===== src/verilog/sbe_pkg.sv =====
package sbe_pkg;
    // ------------------------------------------------------------
    // timing
    // ------------------------------------------------------------
    localparam int CLK_MHZ = 25;
    localparam int NORMAL_EXECUTION_INTERVAL_US = 50000;
    localparam int NORMAL_EXECUTION_CYCLES = NORMAL_EXECUTION_INTERVAL_US * CLK_MHZ;
    localparam int PROBE_INTERVAL_US = 100000;
    localparam int PROBE_CYCLES = PROBE_INTERVAL_US * CLK_MHZ;
    localparam int MAX_TRIES = 3;
    localparam logic [2:0] DRAIN_CYCLES = 3'h4;
    // ------------------------------------------------------------
    // header values
    // ------------------------------------------------------------
    localparam logic [7:0] NOTICE_INST_ID = 8'h00;
    localparam logic [7:0] HDR_REV = 8'h01;
    localparam logic [7:0] RSP_FLAG = 8'h80;
    localparam int NOTICE_KINDS = 3;
    // ------------------------------------------------------------
    // command types
    // ------------------------------------------------------------
    localparam logic [7:0] CMD_CLEAR_INIT = 8'h00;
    localparam logic [7:0] CMD_NOTICE_ENABLE = 8'h08;
    localparam logic [7:0] CMD_GET_STATUS = 8'h0a;
    localparam logic [7:0] CMD_OEM = 8'h50;
    // ------------------------------------------------------------
    // response and reason codes
    // ------------------------------------------------------------
    localparam logic [15:0] CODE_OK = 16'h0000;
    localparam logic [15:0] CODE_FAILED = 16'h0001;
    localparam logic [15:0] CODE_UNSUPPORTED = 16'h0003;
    localparam logic [15:0] CODE_TIMEOUT = 16'hffff;
    localparam logic [15:0] REASON_NONE = 16'h0000;
    localparam logic [15:0] REASON_INIT_REQ = 16'h0001;
    localparam logic [15:0] REASON_UNKNOWN_TYPE = 16'h7fff;
    // ------------------------------------------------------------
    // field positions and reset values
    // ------------------------------------------------------------
    localparam int ENABLE_LSB = 0;
    localparam int TAG_LSB = 24;
    localparam logic [7:0] TAG_RST = 8'h00;
    localparam logic INIT_RST = 1'b1;
endpackage


===== src/verilog/sbe_link_if.sv =====
`timescale 1ns/1ps
`default_nettype none
interface sbe_link_if;
    logic cmd_valid;
    logic cmd_ready;
    logic [7:0] cmd_inst_id;
    logic [7:0] cmd_chan_id;
    logic [7:0] cmd_type;
    logic [7:0] cmd_rev;
    logic [31:0] cmd_data;
    logic cmd_fcs_ok;
    logic cmd_len_short;
    logic cmd_len_long;
    logic cmd_oem;
    logic cmd_csum_present;
    logic cmd_csum_ok;
    logic rsp_valid;
    logic rsp_ready;
    logic [7:0] rsp_inst_id;
    logic [7:0] rsp_chan_id;
    logic [7:0] rsp_type;
    logic [15:0] rsp_code;
    logic [15:0] rsp_reason;
    logic [31:0] rsp_data;
    logic notice_valid;
    logic notice_ready;
    logic [7:0] notice_inst_id;
    logic [7:0] notice_chan_id;
    logic [7:0] notice_ctl_tag;
    logic [7:0] notice_type;
    modport dev (
        input cmd_valid, cmd_inst_id, cmd_chan_id, cmd_type, cmd_rev, cmd_data,
        input cmd_fcs_ok, cmd_len_short, cmd_len_long, cmd_oem, cmd_csum_present,
        input cmd_csum_ok, rsp_ready, notice_ready,
        output cmd_ready, rsp_valid, rsp_inst_id, rsp_chan_id, rsp_type, rsp_code,
        output rsp_reason, rsp_data, notice_valid, notice_inst_id, notice_chan_id,
        output notice_ctl_tag, notice_type
    );
    modport mc (
        output cmd_valid, cmd_inst_id, cmd_chan_id, cmd_type, cmd_rev, cmd_data,
        output cmd_fcs_ok, cmd_len_short, cmd_len_long, cmd_oem, cmd_csum_present,
        output cmd_csum_ok, rsp_ready, notice_ready,
        input cmd_ready, rsp_valid, rsp_inst_id, rsp_chan_id, rsp_type, rsp_code,
        input rsp_reason, rsp_data, notice_valid, notice_inst_id, notice_chan_id,
        input notice_ctl_tag, notice_type
    );
endinterface
`default_nettype wire


===== src/verilog/sbe_device_end.sv =====
`timescale 1ns/1ps
`default_nettype none
module sbe_device_end #(
    parameter logic [7:0] CHANNEL_ID = 8'h00,
    parameter int NOTICE_KINDS = sbe_pkg::NOTICE_KINDS,
    parameter bit ALLOW_OEM_OVERSIZE = 1'b1
) (
    input wire logic clk_sys,
    input wire logic reset,
    sbe_link_if.dev link,
    input wire logic [NOTICE_KINDS-1:0] event_req,
    input wire logic sideband_link_active,
    input wire logic init_entry,
    output logic pt_enable,
    output logic in_initial,
    output logic cmd_dropped,
    output logic notice_lost
);
    // ------------------------------------------------------------
    // state
    // ------------------------------------------------------------
    logic init_reg;
    logic [2:0] drain_reg;
    logic [NOTICE_KINDS-1:0] enable_reg;
    logic [7:0] tag_reg;
    logic last_valid_reg;
    logic rsp_valid_reg;
    logic [7:0] rsp_inst_reg;
    logic [7:0] rsp_type_reg;
    logic [15:0] rsp_code_reg;
    logic [15:0] rsp_reason_reg;
    logic [31:0] rsp_data_reg;
    logic notice_valid_reg;
    logic [7:0] notice_tag_reg;
    logic [7:0] notice_type_reg;
    logic dropped_reg;
    logic lost_reg;

    // ------------------------------------------------------------
    // receive checks
    // ------------------------------------------------------------
    wire logic cmd_fire = link.cmd_valid;
    wire logic rsp_busy = rsp_valid_reg & ~link.rsp_ready;
    wire logic oversize_ok = link.cmd_oem & ALLOW_OEM_OVERSIZE;
    wire logic drop_fcs = ~link.cmd_fcs_ok;
    wire logic drop_len = link.cmd_len_short | (link.cmd_len_long & ~oversize_ok);
    wire logic drop_csum = link.cmd_csum_present & ~link.cmd_csum_ok;
    wire logic drop_chan = link.cmd_chan_id != CHANNEL_ID;
    wire logic drop_res = rsp_busy;
    wire logic drop_rev = link.cmd_rev != sbe_pkg::HDR_REV;
    wire logic drop_drain = drain_reg != 3'h0;
    wire logic drop_any = drop_fcs | drop_len | drop_csum | drop_chan | drop_res
        | drop_rev | drop_drain;
    wire logic cmd_drop = cmd_fire & drop_any;
    wire logic cmd_take = cmd_fire & ~drop_any;
    wire logic is_retry = last_valid_reg & (link.cmd_inst_id == rsp_inst_reg);
    wire logic cmd_exec = cmd_take & ~is_retry;
    wire logic is_clear = link.cmd_type == sbe_pkg::CMD_CLEAR_INIT;
    wire logic is_enable = link.cmd_type == sbe_pkg::CMD_NOTICE_ENABLE;
    wire logic is_status = link.cmd_type == sbe_pkg::CMD_GET_STATUS;
    wire logic is_oem = link.cmd_type == sbe_pkg::CMD_OEM;
    wire logic blocked = init_reg & ~is_clear;
    wire logic apply_enable = cmd_exec & is_enable & ~blocked;
    wire logic apply_clear = cmd_exec & is_clear;
    wire logic [31:0] status_word = {init_reg, sideband_link_active,
        {(30-NOTICE_KINDS){1'b0}}, enable_reg};

    assign link.cmd_ready = 1'b1;

    // ------------------------------------------------------------
    // response selection
    // ------------------------------------------------------------
    logic [15:0] new_code;
    logic [15:0] new_reason;
    logic [31:0] new_data;
    always_comb begin
        new_code = sbe_pkg::CODE_OK;
        new_reason = sbe_pkg::REASON_NONE;
        new_data = 32'h00000000;
        if (blocked) begin
            new_code = sbe_pkg::CODE_FAILED;
            new_reason = sbe_pkg::REASON_INIT_REQ;
        end else if (is_status) begin
            new_data = status_word;
        end else if (is_oem) begin
            new_data = link.cmd_data;
        end else if (!is_clear && !is_enable) begin
            new_code = sbe_pkg::CODE_UNSUPPORTED;
            new_reason = sbe_pkg::REASON_UNKNOWN_TYPE;
        end
    end

    // ------------------------------------------------------------
    // initial state and configuration
    // ------------------------------------------------------------
    always_ff @(posedge clk_sys) begin
        if (reset) begin
            init_reg <= sbe_pkg::INIT_RST;
            drain_reg <= 3'h0;
        end else if (init_entry) begin
            init_reg <= 1'b1;
            drain_reg <= sbe_pkg::DRAIN_CYCLES;
        end else begin
            if (apply_clear) begin
                init_reg <= 1'b0;
            end
            if (drop_drain) begin
                drain_reg <= drain_reg - 3'h1;
            end
        end
    end

    always_ff @(posedge clk_sys) begin
        if (reset || init_entry) begin
            enable_reg <= '0;
            tag_reg <= sbe_pkg::TAG_RST;
        end else if (apply_enable) begin
            enable_reg <= link.cmd_data[sbe_pkg::ENABLE_LSB +: NOTICE_KINDS];
            tag_reg <= link.cmd_data[sbe_pkg::TAG_LSB +: 8];
        end
    end

    // ------------------------------------------------------------
    // response register, doubles as the replay copy
    // ------------------------------------------------------------
    always_ff @(posedge clk_sys) begin
        if (reset) begin
            rsp_valid_reg <= 1'b0;
            last_valid_reg <= 1'b0;
            rsp_inst_reg <= 8'h00;
            rsp_type_reg <= 8'h00;
            rsp_code_reg <= 16'h0000;
            rsp_reason_reg <= 16'h0000;
            rsp_data_reg <= 32'h00000000;
        end else if (cmd_take) begin
            rsp_valid_reg <= 1'b1;
            last_valid_reg <= 1'b1;
            if (!is_retry) begin
                rsp_inst_reg <= link.cmd_inst_id;
                rsp_type_reg <= link.cmd_type | sbe_pkg::RSP_FLAG;
                rsp_code_reg <= new_code;
                rsp_reason_reg <= new_reason;
                rsp_data_reg <= new_data;
            end
        end else if (link.rsp_ready) begin
            rsp_valid_reg <= 1'b0;
        end
    end

    assign link.rsp_valid = rsp_valid_reg;
    assign link.rsp_inst_id = rsp_inst_reg;
    assign link.rsp_chan_id = CHANNEL_ID;
    assign link.rsp_type = rsp_type_reg;
    assign link.rsp_code = rsp_code_reg;
    assign link.rsp_reason = rsp_reason_reg;
    assign link.rsp_data = rsp_data_reg;

    // ------------------------------------------------------------
    // event notices
    // ------------------------------------------------------------
    wire logic notice_gate = sideband_link_active & ~init_reg;
    wire logic [NOTICE_KINDS-1:0] pending = event_req & enable_reg
        & {NOTICE_KINDS{notice_gate}};
    wire logic slot_free = ~notice_valid_reg | link.notice_ready;
    wire logic load_notice = (pending != '0) & slot_free;
    logic [7:0] pick;
    logic [NOTICE_KINDS-1:0] lower;
    logic [NOTICE_KINDS:0] seen;
    assign seen[0] = 1'b0;

    genvar gi;
    generate
        for (gi = 0; gi < NOTICE_KINDS; gi = gi + 1) begin : g_pick
            assign lower[gi] = pending[gi] & ~seen[gi];
            assign seen[gi+1] = seen[gi] | pending[gi];
        end
    endgenerate

    always_comb begin
        pick = 8'h00;
        for (int i = NOTICE_KINDS - 1; i >= 0; i--) begin
            if (lower[i]) begin
                pick = 8'(i);
            end
        end
    end

    // more than one kind at once loses all but the lowest; a busy slot loses them all
    wire logic [NOTICE_KINDS-1:0] others = pending & ~lower;
    wire logic lose = (pending != '0) & (~slot_free | (others != '0));

    always_ff @(posedge clk_sys) begin
        if (reset) begin
            notice_valid_reg <= 1'b0;
            notice_tag_reg <= sbe_pkg::TAG_RST;
            notice_type_reg <= 8'h00;
        end else if (!notice_gate) begin
            notice_valid_reg <= 1'b0;
        end else if (load_notice) begin
            notice_valid_reg <= 1'b1;
            notice_tag_reg <= tag_reg;
            notice_type_reg <= pick;
        end else if (link.notice_ready) begin
            notice_valid_reg <= 1'b0;
        end
    end

    assign link.notice_valid = notice_valid_reg;
    assign link.notice_inst_id = sbe_pkg::NOTICE_INST_ID;
    assign link.notice_chan_id = CHANNEL_ID;
    assign link.notice_ctl_tag = notice_tag_reg;
    assign link.notice_type = notice_type_reg;

    // ------------------------------------------------------------
    // status pulses
    // ------------------------------------------------------------
    always_ff @(posedge clk_sys) begin
        if (reset) begin
            dropped_reg <= 1'b0;
            lost_reg <= 1'b0;
        end else begin
            dropped_reg <= cmd_drop;
            lost_reg <= lose;
        end
    end

    assign pt_enable = ~init_reg;
    assign in_initial = init_reg;
    assign cmd_dropped = dropped_reg;
    assign notice_lost = lost_reg;
endmodule
`default_nettype wire


===== src/flat_wrapper.sv =====
// flat-port wrapper written by rule: the top's interface ports become plain ports
module sbe_device_end_flat 
#(
    parameter logic [7:0] CHANNEL_ID = 8'h00,
    parameter int NOTICE_KINDS = sbe_pkg::NOTICE_KINDS,
    parameter bit ALLOW_OEM_OVERSIZE = 1'b1
)
  (clk_sys, reset, event_req, sideband_link_active, init_entry, pt_enable, in_initial, cmd_dropped, notice_lost, link_cmd_valid, link_cmd_inst_id, link_cmd_chan_id, link_cmd_type, link_cmd_rev, link_cmd_data, link_cmd_fcs_ok, link_cmd_len_short, link_cmd_len_long, link_cmd_oem, link_cmd_csum_present, link_cmd_csum_ok, link_rsp_ready, link_notice_ready, link_cmd_ready, link_rsp_valid, link_rsp_inst_id, link_rsp_chan_id, link_rsp_type, link_rsp_code, link_rsp_reason, link_rsp_data, link_notice_valid, link_notice_inst_id, link_notice_chan_id, link_notice_ctl_tag, link_notice_type);
  sbe_link_if link_i ();
  input wire logic clk_sys;
  input wire logic reset;
  input wire logic [NOTICE_KINDS-1:0] event_req;
  input wire logic sideband_link_active;
  input wire logic init_entry;
  output logic pt_enable;
  output logic in_initial;
  output logic cmd_dropped;
  output logic notice_lost;
  input wire logic [$bits(link_i.cmd_valid)-1:0] link_cmd_valid;
  input wire logic [$bits(link_i.cmd_inst_id)-1:0] link_cmd_inst_id;
  input wire logic [$bits(link_i.cmd_chan_id)-1:0] link_cmd_chan_id;
  input wire logic [$bits(link_i.cmd_type)-1:0] link_cmd_type;
  input wire logic [$bits(link_i.cmd_rev)-1:0] link_cmd_rev;
  input wire logic [$bits(link_i.cmd_data)-1:0] link_cmd_data;
  input wire logic [$bits(link_i.cmd_fcs_ok)-1:0] link_cmd_fcs_ok;
  input wire logic [$bits(link_i.cmd_len_short)-1:0] link_cmd_len_short;
  input wire logic [$bits(link_i.cmd_len_long)-1:0] link_cmd_len_long;
  input wire logic [$bits(link_i.cmd_oem)-1:0] link_cmd_oem;
  input wire logic [$bits(link_i.cmd_csum_present)-1:0] link_cmd_csum_present;
  input wire logic [$bits(link_i.cmd_csum_ok)-1:0] link_cmd_csum_ok;
  input wire logic [$bits(link_i.rsp_ready)-1:0] link_rsp_ready;
  input wire logic [$bits(link_i.notice_ready)-1:0] link_notice_ready;
  output wire logic [$bits(link_i.cmd_ready)-1:0] link_cmd_ready;
  output wire logic [$bits(link_i.rsp_valid)-1:0] link_rsp_valid;
  output wire logic [$bits(link_i.rsp_inst_id)-1:0] link_rsp_inst_id;
  output wire logic [$bits(link_i.rsp_chan_id)-1:0] link_rsp_chan_id;
  output wire logic [$bits(link_i.rsp_type)-1:0] link_rsp_type;
  output wire logic [$bits(link_i.rsp_code)-1:0] link_rsp_code;
  output wire logic [$bits(link_i.rsp_reason)-1:0] link_rsp_reason;
  output wire logic [$bits(link_i.rsp_data)-1:0] link_rsp_data;
  output wire logic [$bits(link_i.notice_valid)-1:0] link_notice_valid;
  output wire logic [$bits(link_i.notice_inst_id)-1:0] link_notice_inst_id;
  output wire logic [$bits(link_i.notice_chan_id)-1:0] link_notice_chan_id;
  output wire logic [$bits(link_i.notice_ctl_tag)-1:0] link_notice_ctl_tag;
  output wire logic [$bits(link_i.notice_type)-1:0] link_notice_type;
  assign link_i.cmd_valid = link_cmd_valid;
  assign link_i.cmd_inst_id = link_cmd_inst_id;
  assign link_i.cmd_chan_id = link_cmd_chan_id;
  assign link_i.cmd_type = link_cmd_type;
  assign link_i.cmd_rev = link_cmd_rev;
  assign link_i.cmd_data = link_cmd_data;
  assign link_i.cmd_fcs_ok = link_cmd_fcs_ok;
  assign link_i.cmd_len_short = link_cmd_len_short;
  assign link_i.cmd_len_long = link_cmd_len_long;
  assign link_i.cmd_oem = link_cmd_oem;
  assign link_i.cmd_csum_present = link_cmd_csum_present;
  assign link_i.cmd_csum_ok = link_cmd_csum_ok;
  assign link_i.rsp_ready = link_rsp_ready;
  assign link_i.notice_ready = link_notice_ready;
  assign link_cmd_ready = link_i.cmd_ready;
  assign link_rsp_valid = link_i.rsp_valid;
  assign link_rsp_inst_id = link_i.rsp_inst_id;
  assign link_rsp_chan_id = link_i.rsp_chan_id;
  assign link_rsp_type = link_i.rsp_type;
  assign link_rsp_code = link_i.rsp_code;
  assign link_rsp_reason = link_i.rsp_reason;
  assign link_rsp_data = link_i.rsp_data;
  assign link_notice_valid = link_i.notice_valid;
  assign link_notice_inst_id = link_i.notice_inst_id;
  assign link_notice_chan_id = link_i.notice_chan_id;
  assign link_notice_ctl_tag = link_i.notice_ctl_tag;
  assign link_notice_type = link_i.notice_type;
  sbe_device_end #(.CHANNEL_ID(CHANNEL_ID), .NOTICE_KINDS(NOTICE_KINDS), .ALLOW_OEM_OVERSIZE(ALLOW_OEM_OVERSIZE)) u_core (.clk_sys(clk_sys), .reset(reset), .link(link_i), .event_req(event_req), .sideband_link_active(sideband_link_active), .init_entry(init_entry), .pt_enable(pt_enable), .in_initial(in_initial), .cmd_dropped(cmd_dropped), .notice_lost(notice_lost));
endmodule

===== config.mk =====
export PLATFORM = sky130hd
export DESIGN_NAME = sbe_device_end_flat
export DESIGN_NICKNAME = d
export VERILOG_FILES = /design/src/verilog/sbe_pkg.sv /design/src/verilog/sbe_link_if.sv /design/src/verilog/sbe_device_end.sv /design/src/flat_wrapper.sv
export SDC_FILE = /design/constraint.sdc
export NUM_CORES = 1
export LEC_CHECK = 0
export ABC_AREA = 1
export BUFFER_PORTS_ARGS = -buffer_cell sky130_fd_sc_hd__clkbuf_2
export CORE_ASPECT_RATIO = 1.25
export CORE_UTILIZATION = 28
export CTS_BUF_LIST = sky130_fd_sc_hd__clkbuf_4
export CTS_CLUSTER_DIAMETER = 80
export CTS_CLUSTER_SIZE = 14
export DETAILED_ROUTE_END_ITERATION = 6
export PLACE_DENSITY_LB_ADDON = 0.3
export SYNTH_ARGS = -nofsm -noshare
export SYNTH_HDL_FRONTEND = slang
export SYNTH_SLANG_ARGS = --single-unit

===== constraint.sdc =====
create_clock -name clk_sys -period 2.5 [get_ports clk_sys]
set_input_delay 0.125 -clock clk_sys [delete_from_list [all_inputs] [get_ports clk_sys]]
set_output_delay 0.125 -clock clk_sys [all_outputs]
set_load 0.05 [all_outputs]

Word level (Yosys, flattened, before mapping)
Cells that the tools add are included.

storage, ports and cells
  flip-flop bits (word level) = 116
  bits of input ports = 80
  output and inout bits = 127
  word-level logic and storage cells = 103

cells by class
  $add $sub $neg = 1
  equal/unequal tests = 5
  multiplexer cells = 20
  bitwise gates (word level) = 44
  reduce and logical (&&, ||, !) cells = 16

operators by type and width
  operator                                               count
  2-to-1 mux 16 bit                                      6
  2-to-1 mux 32 bit                                      3
  AND 1 bit                                              16
  == test 8 x 4 -> 1 bit, second input constant          2
  2-to-1 mux 15 bit                                      1
  NOT 1 bit                                              14
  OR 1 bit                                               10
  AND 3 bit                                              3
  nonzero test 3 bit                                     3
  == test 8 x 7 -> 1 bit, second input constant          1
  == test 8 bit                                          1
  zero test 8 bit                                        1
  2-to-1 mux 2 bit                                       4
  inequality test 8 x 1 -> 1 bit, second input constant  1
  nonzero test 8 bit                                     1
  2-to-1 mux 3 bit                                       2
  nonzero test 2 bit                                     3
  2-to-1 mux 1 bit                                       4
  AND reduction 2 bit                                    2
  OR reduction 2 bit                                     2
  NOT 3 bit                                              1
  subtractor 3 x 1 -> 3 bit, second input constant       1
  zero test 1 bit                                        2
  logical AND 1 bit                                      1
  logical OR 1 bit                                       1

Logic depth before layout (Yosys ltp)
  depth in word-level cells = 14
  mapped depth = 14
  gate-level depth less buffers = 13

Worst setup path before layout
OpenSTA, ideal clock, no wires.

  path type = register -> register
  from = register u_core.init_reg (netlist: u_core.in_initial)
  to = register u_core.notice_type_reg[0] (netlist: u_core.link.notice_type[0])
  setup time = 128 ps
  arrival = 1745 ps
  required time = 2372 ps
  slack = 628 ps
  cell stages (with the launch flop) = 9
  path buffers = 1
  period minus slack after synthesis = 1872 ps
  cells stage by stage = dfxtp_1 inv_2 nand2_1 a21oi_1 nor2_1 nor2_1 buf_2 o21ai_0 nor2_1

on the way
  longest elaborated chain between the ends = 7
  elaborated cells between the ends (all ways) = 10
  those cells by class = 2 x mux; 6 x bitwise; 2 x reduce/logical

ends and longest elaborated chain
  item                            line                   RTL
  from (decl)                     sbe_device_end.sv:22   logic init_reg;
  from (signal assigned)          sbe_device_end.sv:98   init_reg <= sbe_pkg::INIT_RST;
  NOT 1 bit *                     --
  named net pt_enable             flat_wrapper.sv:15     output logic pt_enable;
  AND 1 bit *                     sbe_device_end.sv:161  wire logic notice_gate = sideband_link_active & ~init_reg;
  AND 3 bit                       sbe_device_end.sv:163  & {NOTICE_KINDS{notice_gate}};
  NOT 1 bit                       sbe_device_end.sv:174  assign lower[gi] = pending[gi] & ~seen[gi];
  AND 1 bit                       sbe_device_end.sv:174
  2-to-1 mux 2 bit (2 in series)  sbe_device_end.sv:182  if (lower[i]) begin
  to (signal assigned)            sbe_device_end.sv:202  notice_type_reg <= pick;
  to (decl)                       sbe_device_end.sv:35   logic [7:0] notice_type_reg;

The timed path passes the listed nets; every way through them passes the cells marked *.
A chain may end at the register's enable or synchronous reset.

Final worst setup path
  from = register u_core.drain_reg[0]
  to = register u_core.rsp_data_reg[3] (netlist: u_core.link.rsp_data[3])

on the way
  longest elaborated chain between the ends = 5

ends and longest elaborated chain
  item                           line                   RTL
  from (decl)                    sbe_device_end.sv:23   logic [2:0] drain_reg;
  from (signal assigned)         sbe_device_end.sv:102  drain_reg <= sbe_pkg::DRAIN_CYCLES;
  from (signal assigned)         sbe_device_end.sv:108  drain_reg <= drain_reg - 3'h1;
  nonzero test 3 bit             sbe_device_end.sv:51   wire logic drop_drain = drain_reg != 3'h0;
  OR 1 bit                       sbe_device_end.sv:53   | drop_rev | drop_drain;
  NOT 1 bit                      sbe_device_end.sv:55   wire logic cmd_take = cmd_fire & ~drop_any;
  AND 1 bit                      sbe_device_end.sv:55
  AND reduction 2 bit (no line)  --
  to (signal assigned)           sbe_device_end.sv:143  rsp_data_reg <= new_data;
  to (decl)                      sbe_device_end.sv:32   logic [31:0] rsp_data_reg;

Every way passes these cells.

==> reports/qor.txt <==
Status: finished, final reports clean
Pre-Repair DR Iteration Count: 5
Clock power frac: 34.9%
H-tree Lvls: 3
P per Cell Area: 446 nW/µm²
Critical path arrival: 2480 ps
Post-synth top cells: nor2_1, nand2_1, inv_1
Die Ht: 144 µm
Largest net degree at the start of global routing: 34
R2R Path Start: u_core.drain_reg[0]$_SDFFE_PP0P_
Worst Skew: 15.5 ps
DP Cell Count: 1043
Vias in the first global route: 4132
Post-layout util: 36.9%
Leakage: 2.94 nW
Placed cell areas: 5200 µm²
Share of cells above drive strength 1: 22.3%
FF-to-FF End: u_core.link.rsp_data[3]$_SDFFE_PP0P_
Clock Tree Buf Depth: 2
Die width: 115 µm
Final min period: 2130 ps
Critical path class: reg2reg
F_max: 0.470 GHz
Worst slew pin tran: 633 ps
Post-synth cell types: 26
Post-Route WL: 12.8 mm
Fin nets: 964
Final instance area: 5760 µm²
Drt initial violations: 275
Gr busiest metal: met2
FP Rows: 51
P_int: 1.83 mW
Post-synthesis sequential area ratio: 35.5%
Port Buffers: 160
Synth Cell Area: 4510 µm²
GR Util met1: 18.2%
Synth warn: 0
Register area: 1600 µm²
Fillcell total: 1732
Non-Filler Instances: 1099
VDD IR max: 0.000179 V
Seq cells post-synth: 80
Max Transition Viols Final: 0
Startpoint Class: flop
CTS tree: yes
Clk_lat worst skew: 440 ps
EDFF count, synth: 0
HPWL after DPL: 9.29 mm
Hold Crit Depth: 5
Syn Inst Count: 706
DR DRC count: 0
Multi-input gate area: 2040 µm²
Final worst-path cycle share: 85.0%
GRT Overall Usage: 15.5%
Worst reg-to-reg path cell count: 12
Hold Path Sink: u_core.link.rsp_data[15]$_SDFFE_PP0P_
GRT overflow: 0
Vias: 4540
Worst-path fanout max: 33
Endpoints failing setup: 0
Gp weighted congestion: 0.811
R2R Setup Slk: 370 ps
Hold/Removal Path Class: in2reg
Antenna viol nets, final: 0
Initial Util: 28.8%
Root buffer cell: clkbuf_4
Avg Cell Area, Syn: 6.39 µm²
Core area: 15600 µm²
Most common cell in the netlist: nor2_1
Data required, critical path: 2850 ps
I/O pin count: 207
Setup crit end kind: flop
Combinational share of power: 15.2%
Clk sinks: 80
Post-cts sizing count: 0
Area leader, netlist: dfxtp_1
Syn-to-layout area delta: 27.8%
Ys flop type: dfxtp_1
Final Hold Viols: 0
Worst slew margin: 57.7%
Total CTS buffers: 9
Worst-path clk slew: 130 ps
DR WL/cell: 11.7 µm
Asr flop ratio synth: 0%
Max-cap viol count: 0
Met3 GRT Util: 2.45%
HP Start: link_cmd_data[15]
Max reg flops: 32
First-pass GRT wire length: 19.9 mm
Setup_tns: 0 ps
Switching Share: 28.9%
Met2 GRT Util: 26.7%
Yosys top cell area share: 35.5%
NetSw: 743 µW
Sequential power share: 49.8%
Vias per cell: 4.13
Initial antenna violation count: 1
Die footprint: 16600 µm²
Top area cells in the synthesized netlist: dfxtp_1, nor2_1, nand2_1, buf_4, inv_1
Unrepaired setup endpoints after global routing: false
how the worst max path moves through the flow:
stage | from | end | slack [ps] | cells after the start
after floorplan | u_core.in_initial$_SDFFE_PP1P_ | u_core.link.notice_type[0]$_SDFFE_PP0P_ | 630 | 8
after global placement | u_core.drain_reg[0]$_SDFFE_PP0P_ | u_core.link.rsp_data[15]$_SDFFE_PP0P_ | 400 | 12
after detailed placement | u_core.drain_reg[0]$_SDFFE_PP0P_ | u_core.link.rsp_data[9]$_SDFFE_PP0P_ | 360 | 12
after CTS | u_core.drain_reg[0]$_SDFFE_PP0P_ | u_core.link.rsp_data[9]$_SDFFE_PP0P_ | 350 | 12
after global routing | u_core.drain_reg[0]$_SDFFE_PP0P_ | u_core.link.rsp_data[23]$_SDFFE_PP0P_ | 80 | 12
final | u_core.drain_reg[0]$_SDFFE_PP0P_ | u_core.link.rsp_data[3]$_SDFFE_PP0P_ | 370 | 12
timing repair:
action / CTS / global route
hold buffers: 39 / 0
buffers inserted: 0 / 0
hold endpoints to repair: 39 / 0
layout make-up:
type	instances	area share, %
Timing Repair Buffer	210	22.1
Tap cell	212	4.60
Multi-Input combinational cell	471	35.5
Clock buffer	11	1.43
Clock inverter	5	1.41
Inverter	109	7.12
Antenna cell	1	0.0434
Sequential cell	80	27.8
cell families after synthesis:
logic type | share of synthesized area [%]
DFF | 35.5
xor gates and xnor gates | 0.194
other | 0.167
AOI/OAI and AO/OA | 8.10
and+or+nand+nor | 32.4
adders and majority gates | 0.833
buffers and inverters | 22.8
layer usage:
metal / share of wire, % / wire length (µm) / vias up
li1: - / - / 2405
met1: 44 / 5690 / 1945
met2: 48 / 6190 / 164
met3: 4.4 / 561 / 26
met4: 3.1 / 393 / 0
met5: 0 / 0 / -
power groups by stage:
stage / sequential [mW] / combinational [mW] / clock [mW]
finish: 1.28 / 0.392 / 0.899
global route: 1.28 / 0.427 / 0.990
CTS: 1.28 / 0.393 / 0.946
detailed placement: 1.31 / 0.342 / 0
floorplan: 1.31 / 0.298 / 0
global placement: 1.31 / 0.343 / 0
worst max-delay path: stages, from the launching register on:
cell and delay [ps]:
dfxtp_1 320, inv_1 80, ha_1 170, ha_1 240
nand2_1 70, nor2_1 90, nand2_1 60, nor2_1 80
nand2_1 70, nor2_2 140, nand2_2 390, a21oi_1 260
nor2_1 60
per-stage QoR:
step	hold WS, ps	power (mW)	setup WS, ps
floorplan	203	1.61	628
global placement	362	1.65	405
detailed placement	366	1.65	357
CTS	0.740	2.62	346
global route	48.4	2.70	83.6
finish	40.4	2.57	375
placed cells by master, fill, tap and decap left out, types with 4 or more instances in the layout:
master,count
clkbuf_2,160
dlygate4sd3_1,39
buf_4,11
nor2_2,4
nand3_1,27
a21oi_1,33
clkbuf_4,11
nor2_1,150
nand2_1,131
nand4_1,28
o21ai_0,36
dfxtp_1,80
inv_1,105
conb_1,46
Power figures use the tool's default switching activity.
